**config.mk**
```make
export PLATFORM = sky130hd
export DESIGN_NAME = fsr_status_poll
export DESIGN_NICKNAME = d
export VERILOG_FILES = /design/src/core/fsr_pkg.sv /design/src/core/fsr_read_cycle.sv /design/src/core/fsr_status_poll.sv
export VERILOG_INCLUDE_DIRS = /design/src /design/src/core
export SDC_FILE = /design/constraint.sdc
export NUM_CORES = 1
export LEC_CHECK = 0
export ABC_CLOCK_PERIOD_IN_PS = 1800
export BUFFER_PORTS_ARGS = -buffer_cell sky130_fd_sc_hd__buf_2
export CAP_MARGIN = 20
export CORE_MARGIN = 5
export CORE_UTILIZATION = 49
export DETAILED_ROUTE_END_ITERATION = 6
export GPL_TIMING_DRIVEN = 0
export MAX_ROUTING_LAYER = met4
export PLACE_DENSITY = 0.8
export SETUP_SLACK_MARGIN = 0.05
export SLEW_MARGIN = 15
export SYNTH_ARGS = -nofsm -noshare
export SYNTH_HDL_FRONTEND = slang
export SYNTH_SLANG_ARGS = --single-unit
```
**constraint.sdc**
```tcl
create_clock -name clk -period 1.8 [get_ports clk]
set_clock_uncertainty 0.05 [all_clocks]
set_input_delay 0.09 -clock clk [delete_from_list [all_inputs] [get_ports clk]]
set_output_delay 0.09 -clock clk [all_outputs]
set_load 0.05 [all_outputs]
```
**src/core/fsr_regs.svh**
```systemverilog
// Constants for the flash status polling controller
`ifndef FSR_REGS_SVH
`define FSR_REGS_SVH
// Status bit positions on the data bus
`define FSR_POLL_POS 7
`define FSR_TOG1_POS 6
`define FSR_TLIM_POS 5
`define FSR_EWIN_POS 3
`define FSR_TOG2_POS 2
// Bus timing in ns and derived cycles at 5 ns
`define FSR_CLK_NS 5
`define FSR_T_ACC_NS 70
`define FSR_ACC_CYC ((`FSR_T_ACC_NS + `FSR_CLK_NS - 1) / `FSR_CLK_NS)
`define FSR_T_HIGH_NS 30
`define FSR_HIGH_CYC ((`FSR_T_HIGH_NS + `FSR_CLK_NS - 1) / `FSR_CLK_NS)
`define FSR_CNT_W 5
`endif

```
**src/core/fsr_pkg.sv**
```systemverilog
// Types for the flash status polling controller
package fsr_pkg;
  typedef enum logic [2:0] {
    FSR_IDLE,
    FSR_FIRST,
    FSR_SECOND,
    FSR_THIRD,
    FSR_FINAL
  } fsr_state_t;
  typedef enum logic [1:0] {
    FSR_RES_OK,
    FSR_RES_FAIL,
    FSR_RES_ABORT
  } fsr_result_t;
endpackage : fsr_pkg

```
**src/core/fsr_read_cycle.sv**
```systemverilog
// One framed read cycle on the flash bus
`timescale 1ns/1ps
`include "fsr_regs.svh"
module fsr_read_cycle (
  input wire logic clk,
  input wire logic sys_rst,
  input wire logic clk_en,
  input wire logic start,
  input wire logic [21:0] addr,
  input wire logic [7:0] dq_in,
  output logic busy,
  output logic done,
  output logic [7:0] rdata,
  output logic [21:0] flash_addr,
  output logic flash_ce_n,
  output logic flash_oe_n
);
  typedef struct packed {
    logic busy;
    logic done;
    logic low;
    logic [`FSR_CNT_W-1:0] cnt;
    logic [7:0] rdata;
    logic [21:0] addr;
    logic [7:0] s1;
    logic [7:0] s2;
    logic [7:0] s3;
  } fsr_rc_t;
  fsr_rc_t q;
  fsr_rc_t next_q;
  always_comb begin
    next_q = q;
    next_q.done = 1'b0;
    // Three stages on the asynchronous data bus
    next_q.s1 = dq_in;
    next_q.s2 = q.s1;
    next_q.s3 = q.s2;
    if (!q.busy) begin
      if (start) begin
        next_q.busy = 1'b1;
        next_q.low = 1'b1;
        next_q.addr = addr;
        next_q.cnt = `FSR_CNT_W'(`FSR_ACC_CYC + 3);
      end
    end else if (q.cnt != '0) begin
      next_q.cnt = q.cnt - 1'b1;
    end else if (q.low) begin
      // Strobes rise here; device toggles its bits on this edge
      next_q.low = 1'b0;
      next_q.rdata = q.s3;
      next_q.cnt = `FSR_CNT_W'(`FSR_HIGH_CYC);
    end else begin
      next_q.busy = 1'b0;
      next_q.done = 1'b1;
    end
  end
  always_ff @(posedge clk) begin
    if (sys_rst) begin
      q <= '0;
    end else if (clk_en) begin
      q <= next_q;
    end
  end
  assign busy = q.busy;
  assign done = q.done;
  assign rdata = q.rdata;
  assign flash_addr = q.addr;
  assign flash_ce_n = ~q.low;
  assign flash_oe_n = ~q.low;
endmodule : fsr_read_cycle

```
**src/core/fsr_status_poll.sv**
```systemverilog
// Host-side toggle-bit status polling controller for a parallel flash
// Overview of operation
// - Poll at programmed or erasing-sector address
// - Read again after toggle one stops
// - Read full byte twice back to back
// - No toggle: done, array reads next
// - Time limit high: recheck, else reset
// - Resumed polling restarts from first read
// - Combine toggle one and two
`timescale 1ns/1ps
`include "fsr_regs.svh"

module fsr_status_poll (
  input wire logic clk,
  input wire logic sys_rst,
  input wire logic clk_en,
  input wire logic start,
  input wire logic abort,
  input wire logic [21:0] poll_addr,
  input wire logic [7:0] dq_in,
  input wire logic ready_busy_n,
  output logic [21:0] flash_addr,
  output logic flash_ce_n,
  output logic flash_oe_n,
  output logic flash_we_n,
  output logic dq_oe,
  output logic busy,
  output logic done,
  output logic [1:0] result,
  output logic [7:0] final_data,
  output logic erase_suspended,
  output logic sector_erasing,
  output logic erase_window_flag,
  output logic dev_ready
);

  // All polling state in one record; the leaf keeps its own
  typedef struct packed {
    fsr_pkg::fsr_state_t st;
    logic busy;
    logic issued;
    logic [7:0] first;
    logic done;
    fsr_pkg::fsr_result_t result;
    logic [7:0] data;
    logic susp;
    logic erasing;
    logic ewin;
    logic [2:0] rb;
    logic rdy;
  } fsr_sp_t;
  fsr_sp_t q;
  fsr_sp_t next_q;

  // Leaf read engine and per-bit compare of two reads
  logic rc_busy;
  logic rc_done;
  logic [7:0] rc_data;
  logic [21:0] rc_addr;
  logic rc_ce_n;
  logic rc_oe_n;
  logic rc_start;
  logic tog1;
  logic tog2;
  wire logic [7:0] diff;

  fsr_read_cycle u_read (
    .clk(clk),
    .sys_rst(sys_rst),
    .clk_en(clk_en),
    .start(rc_start),
    .addr(poll_addr),
    .dq_in(dq_in),
    .busy(rc_busy),
    .done(rc_done),
    .rdata(rc_data),
    .flash_addr(rc_addr),
    .flash_ce_n(rc_ce_n),
    .flash_oe_n(rc_oe_n)
  );

  // Compare across completed read cycles
  // Device flips its toggle bits once per completed read, so two
  // back-to-back bytes differ exactly where a toggle bit is live
  for (genvar i = 0; i < 8; i++) begin : g_diff
    assign diff[i] = rc_data[i] ^ q.first[i];
  end
  assign tog1 = diff[`FSR_TOG1_POS];
  assign tog2 = diff[`FSR_TOG2_POS];

  always_comb begin
    next_q = q;
    next_q.done = 1'b0;
    rc_start = 1'b0;

    // Ready/busy pin is asynchronous; accept when stages two, three agree
    next_q.rb = {q.rb[1:0], ready_busy_n};

    if (q.rb[2] == q.rb[1]) begin
      next_q.rdy = q.rb[2];
    end

    // One read in flight at a time; the leaf latches the address
    if (q.st != fsr_pkg::FSR_IDLE && !q.issued && !rc_busy) begin
      rc_start = 1'b1;
      next_q.issued = 1'b1;
    end

    case (q.st)
      fsr_pkg::FSR_IDLE: begin
        // Every start begins at the first read
        if (start) begin
          next_q.st = fsr_pkg::FSR_FIRST;
          next_q.issued = 1'b0;
        end
      end

      fsr_pkg::FSR_FIRST: begin
        if (rc_done) begin
          next_q.first = rc_data;
          next_q.st = fsr_pkg::FSR_SECOND;
          next_q.issued = 1'b0;
        end
      end

      fsr_pkg::FSR_SECOND, fsr_pkg::FSR_THIRD: begin
        if (rc_done) begin
          // Mode from toggle one, sector from toggle two
          next_q.susp = ~tog1 & tog2;
          next_q.erasing = tog1 & tog2;
          // Erase window state seen this read
          next_q.ewin = rc_data[`FSR_EWIN_POS];
          next_q.issued = 1'b0;
          next_q.first = rc_data;

          // Keep this byte as the reference for any further compare
          if (!tog1) begin
            // Finished; confirm with a fresh read
            next_q.st = fsr_pkg::FSR_FINAL;
          end else if (q.st == fsr_pkg::FSR_THIRD) begin
            // Still toggling after time limit
            // Caller must issue the device reset command next
            next_q.st = fsr_pkg::FSR_IDLE;
            next_q.result = fsr_pkg::FSR_RES_FAIL;
            next_q.done = 1'b1;
          end else if (rc_data[`FSR_TLIM_POS]) begin
            // Time limit seen; one more check
            next_q.st = fsr_pkg::FSR_THIRD;
          end else if (abort) begin
            // Only between pairs, so a later start restarts cleanly
            next_q.st = fsr_pkg::FSR_IDLE;
            next_q.result = fsr_pkg::FSR_RES_ABORT;
            next_q.done = 1'b1;
          end
        end
      end

      fsr_pkg::FSR_FINAL: begin
        // Valid byte from the following cycle
        if (rc_done) begin
          next_q.data = rc_data;
          next_q.result = fsr_pkg::FSR_RES_OK;
          next_q.done = 1'b1;
          next_q.st = fsr_pkg::FSR_IDLE;
        end
      end

      default: begin
        next_q.st = fsr_pkg::FSR_IDLE;
      end
    endcase

    // Busy from a flop so the output has no decode glitch
    next_q.busy = (next_q.st != fsr_pkg::FSR_IDLE);
  end

  // Clock enable low freezes every field
  always_ff @(posedge clk) begin
    if (sys_rst) begin
      q <= '0;
    end else if (clk_en) begin
      q <= next_q;
    end
  end

  // Read-cycle outputs are registered in the leaf
  assign flash_addr = rc_addr;
  assign flash_ce_n = rc_ce_n;
  assign flash_oe_n = rc_oe_n;

  // No writes: command issue is outside this block
  assign flash_we_n = 1'b1;
  assign dq_oe = 1'b0;

  assign busy = q.busy;
  assign done = q.done;
  assign result = q.result;
  assign final_data = q.data;
  assign erase_suspended = q.susp;
  assign sector_erasing = q.erasing;
  assign erase_window_flag = q.ewin;
  assign dev_ready = q.rdy;
endmodule : fsr_status_poll

```
# After elaboration in Yosys (flattened, before gate mapping)
# Cells that the tools add are included.
# classes
mux,31
n_bitwise,8
add_sub_neg,1
n_reduce_logical,21
n_eq_ne,13
# ops
op,n
2-to-1 mux 3 bit,13
AND reduction 3 bit,5
case mux 7 bit (2 select lines),1
2-to-1 mux 13 bit,1
2-to-1 mux 12 bit,1
2-to-1 mux 6 bit,2
case mux 3 bit (4 select lines),1
2-to-1 mux 11 bit,1
2-to-1 mux 9 bit,1
"inequality test 3 bit, second input constant",3
AND reduction 4 bit,2
AND reduction 7 bit,1
"== test 3 x 2 -> 1 bit, second input constant",2
2-to-1 mux 1 bit,6
"inequality test 2 x 1 -> 1 bit, second input constant",3
case mux 3 bit (2 select lines),1
nonzero test 2 bit,3
nonzero test 3 bit,2
2-to-1 mux 5 bit,1
nonzero test 5 bit,1
"subtractor 5 x 1 -> 5 bit, second input constant",1
"inequality test 2 bit, second input constant",2
inverter 1 bit,4
"== test 3 x 1 -> 1 bit, second input constant",1
other kinds (11),15
# word_totals
out_inout_bits,42
in_bits,36
register_bits,92

# Depth between registers and ports, before layout
# logic_depth
ltp_word,7
depth_mapped,7

# Modules after synthesis
# A second synthesis with hierarchy kept.
# hier_totals
hier_cells,430
area_unflattened_um2,3875.0
# modules_own_cells
module,cells_each,instances,area_per_inst_um2,seq_area_each_um2
fsr_read_cycle,291,1,2622.5,1241.2
fsr_status_poll,139,1,1252.5,500.5

# Worst setup path after synthesis
# No wires, ideal clock.
# synth_timing
path_type,reg2reg
start,register u_read.q[54] in the netlist's numbering
end,"register u_read.q, in the netlist u_read.rdata[2]"
setup_ps,128
synth_period_minus_slack_ps,1829
arrival_ps,1651
stages_incl_launch_ff,8
setup_slack_ps,-29
n_path_buf,1
cell_sequence,dfxtp_1 inv_1 ha_1 or4b_4 or3_1 buf_6 mux2i_1 nor2_1
# synth_between
elab_chain_cells,3
# synth_lines
item,line_no,source
"start, declared",fsr_read_cycle.sv:29,fsr_rc_t q;
"start signal, assigned",fsr_read_cycle.sv:61,q <= next_q;
nonzero test 5 bit,fsr_read_cycle.sv:45,end else if (q.cnt != '0) begin
inverter 1 bit (no line),-,
AND reduction 4 bit (no line),-,
# Every way passes these cells.
# A chain may end at the register's enable or synchronous reset.

# Final worst setup path
# Same ends and word-level chain as after synthesis.

==> Implementation_results.wiki <==
{| class="wikitable"
! Metric !! Value
|-
| Worst hold slack across all endpoints || 0.0955 ns
|-
| Die height || 95.7 um
|-
| Total track usage || 20.9%
|-
| Leading cell type in the layout, fill and taps excluded || dfxtp_1
|-
| Number of iterations in the first detailed-routing pass || 5
|-
| Async set-or-reset flop fraction in the synthesized netlist || 0%
|-
| Clock latency on the worst-skew pair || 0.36 ns
|-
| Critical Path AT || 2.07 ns
|-
| Fin cells || 638
|-
| Violated checks || negative setup slack
|-
| Endpoint kind of the worst setup timing path || register
|-
| Highest clock frequency the design can meet || 529 MHz
|-
| IO buf count || 75
|-
| Critical path class || reg2reg
|-
| Least-Margin Pin Slew || 0.563 ns
|-
| Area delta synth->final || 31.7%
|-
| TritonCTS clock tree || yes
|-
| Maximum resistive drop on vdd || 619 uV
|-
| Cell variety after synth || 42
|-
| Core area || 7210 sq um
|-
| Global-route wire length before repair || 14400 um
|-
| Number of ports placed on the die boundary || 78
|-
| Number of cells traversed by the worst register-to-register path || 7
|-
| Run status || finished, violations left
|-
| Max-slew headroom || 62.5%
|-
| Clock period minus final worst setup slack || 1.89 ns
|-
| Final period utilization || 105%
|-
| Flop and latch count out of synthesis || 87
|-
| FF-to-FF End || u_read.rdata[2]
|-
| Power after layout || 0.00401 W
|-
| Required time worst endpoint || 1.98 ns
|-
| Post-route antenna net violation count || 0
|-
| Average via count per standard cell || 4.98
|-
| CTS H-Tree Depth || 3
|-
| Hpwl dp || 5810 um
|-
| Die width || 95.7 um
|-
| Clock sink count || 87
|-
| Initial core utilization || 49.9%
|-
| Hold path cells || 4
|-
| Reg2reg setup slack || -0.09 ns
|-
| Path type of the worst min-delay path || in2reg
|-
| Clk buf depth || 2
|-
| Static Leakage || 2.15 nW
|-
| Number of placement rows || 31
|-
| DRC violation count after routing || 0
|-
| Post-synthesis average cell area || 8.74 sq um
|-
| Fraction of layout cells with a size suffix above 1 || 30.2%
|-
| Share of synthesized area occupied by flip-flops and latches || 48.4%
|-
| Final Hold Vio Count || 0
|-
| Total placed cells including tap cells || 586
|-
| PD cells || 845 nW/um^2
|-
| Number of enable-type register cells in the synthesized netlist || 0
|-
| Hold-critical path endpoint || q[26]
|-
| Total gr overflow || 0
|-
| Cells after synthesis || 412
|-
| Avg WL per Cell || 13.8 um
|-
| Sum of negative setup slack || -0.615 ns
|-
| Net count, final || 572
|-
| Antenna cells || 0
|-
| Die ar. || 9160 sq um
|-
| Setup repair after global routing missed its margin || yes
|-
| Commonest cells after routing, fill and taps aside || 85 x dfxtp_1, 80 x buf_2, 73 x nand2_1
|-
| Largest fanout on the critical path || 8
|-
| Dominant synthesized flop cell || dfxtp_1
|-
| CTS Root Cell || clkbuf_8
|-
| Yosys warning count || 0
|-
| Pin count of the biggest net entering global routing || 16
|-
| Synthesized net count || 449
|-
| Clock-pin transition on the worst setup and hold timing paths || 0.09 ns
|-
| Total detailed-routing wirelength || 8840 um
|-
| Number of global-route vias before repair || 3101
|-
| DRC violation total after the first TritonRoute iteration || 197
|-
| Placement-stage worst setup slack || -0.143 ns
|-
| Area of the mapped netlist || 3600 sq um
|-
| Final setup fails || 8
|-
| Clock buffers created by TritonCTS || 9
|-
| Startpoint class of the critical path || register
|-
| Routed via count || 3178
|-
| Final Wtd Congestion || 0.829
|-
| RR Startpoint || u_read.q[54]
|-
| Slew Limit Fails || 0
|-
| Startpoint of the most critical hold path || start
|-
| Count of maximum capacitance violations || 0
|-
| Antenna violations before repair || 0
|-
| Setup ws final || -0.0912 ns
|}
-- critical path, stage by stage, from the launching register on --
cell and delay [ns]:
dfxtp_2 0.34, inv_2 0.07, ha_4 0.13, or4b_4 0.47, or3_4 0.35, buf_8 0.15
mux2i_1 0.15, nor2_1 0.05
-- cells in the mapped netlist (6+ instances only) --
cell	number	area, sq um
nand2_1	73	274
dfxtp_1	87	1740
nand3_1	6	30.0
inv_1	7	26.3
mux2i_1	36	360
o21ai_0	7	35.0
a21oi_1	42	210
clkbuf_1	17	63.8
nor2_1	45	169
buf_2	6	30.0
buf_4	35	263
-- cell type report --
class,count,area (sq um)
Fill cell,553,2470
Sequential cell,87,1740
Multi-Input combinational cell,258,1520
Timing Repair Buffer,114,746
Buffer,58,377
Clock buffer,10,138
Tap cell,99,124
Clock inverter,5,65.1
Inverter,7,26.3
-- power breakdown --
part	switching (W)	internal, W
sequential	0.0000376	0.00199
clock	0.000711	0.000686
combinational	0.000341	0.000241
-- logic make-up after synthesis --
| logic type | Yosys count | share of synthesized area (%) |
|---|---|---|
| xor gates and xnor gates | 2 | 0.487 |
| DFF | 87 | 48.4 |
| and+or+nand+nor | 146 | 17.7 |
| AOI/OAI and AO/OA | 71 | 11.9 |
| other | 2 | 0.209 |
| muxes | 36 | 10.0 |
| buffers and inverters | 67 | 11.0 |
| adders and majority gates | 1 | 0.347 |
-- layer usage --
layer,part of all wire (%),global-route usage [%]
met5,0,-
met4,1.9,9.24
met3,6.2,4.85
met2,51,36.4
met1,41,22.7
-- repair_timing --
item                                    in CTS  in global routing
resized for setup                            8                 11
hold buffers                                31                  0
setup buffers                                4                  4
pin swaps                                    4                  2
hold endpoints to repair                    31                  0
endpoints found under the setup margin      33                 45
-- state kept, by name (all words and copies together) (netlist names) --
name               flops
q                      7
u_read.busy            1
u_read.flash_addr     22
erase_window_flag      1
u_read.next_q         16
next_q                 2
busy                   1
u_read.rdata           8
result                 2
u_read.q              14
done                   1
dev_ready              1
erase_suspended        1
u_read.done            1
final_data             8
sector_erasing         1
-- worst max path at each step --
| stage | startpoint | end | slack [ns] | depth (start not counted) |
|---|---|---|---|---|
| 5_1_grt | u_read.q[54] | u_read.rdata[4] | -0.18 | 7 |
| 3_5_place_dp | q[28] | u_read.flash_addr[16] | -0.14 | 5 |
| 6_report | u_read.q[54] | u_read.rdata[2] | -0.09 | 7 |
| 3_3_place_gp | u_read.q[54] | u_read.rdata[2] | -0.1 | 7 |
| 4_1_cts | u_read.q[54] | u_read.rdata[2] | -0.08 | 7 |
| 2_1_floorplan | u_read.q[54] | u_read.rdata[2] | -0.003 | 7 |
-- stage by stage --
step,instance area [sq um],utilization (%)
CTS,4680,64.8
detailed placement,4110,57.0
global placement,4110,57.0
global route,4740,65.7
floorplan,3610,-
finish,4740,65.7
Note: power is estimated with default switching activity, not from simulation.
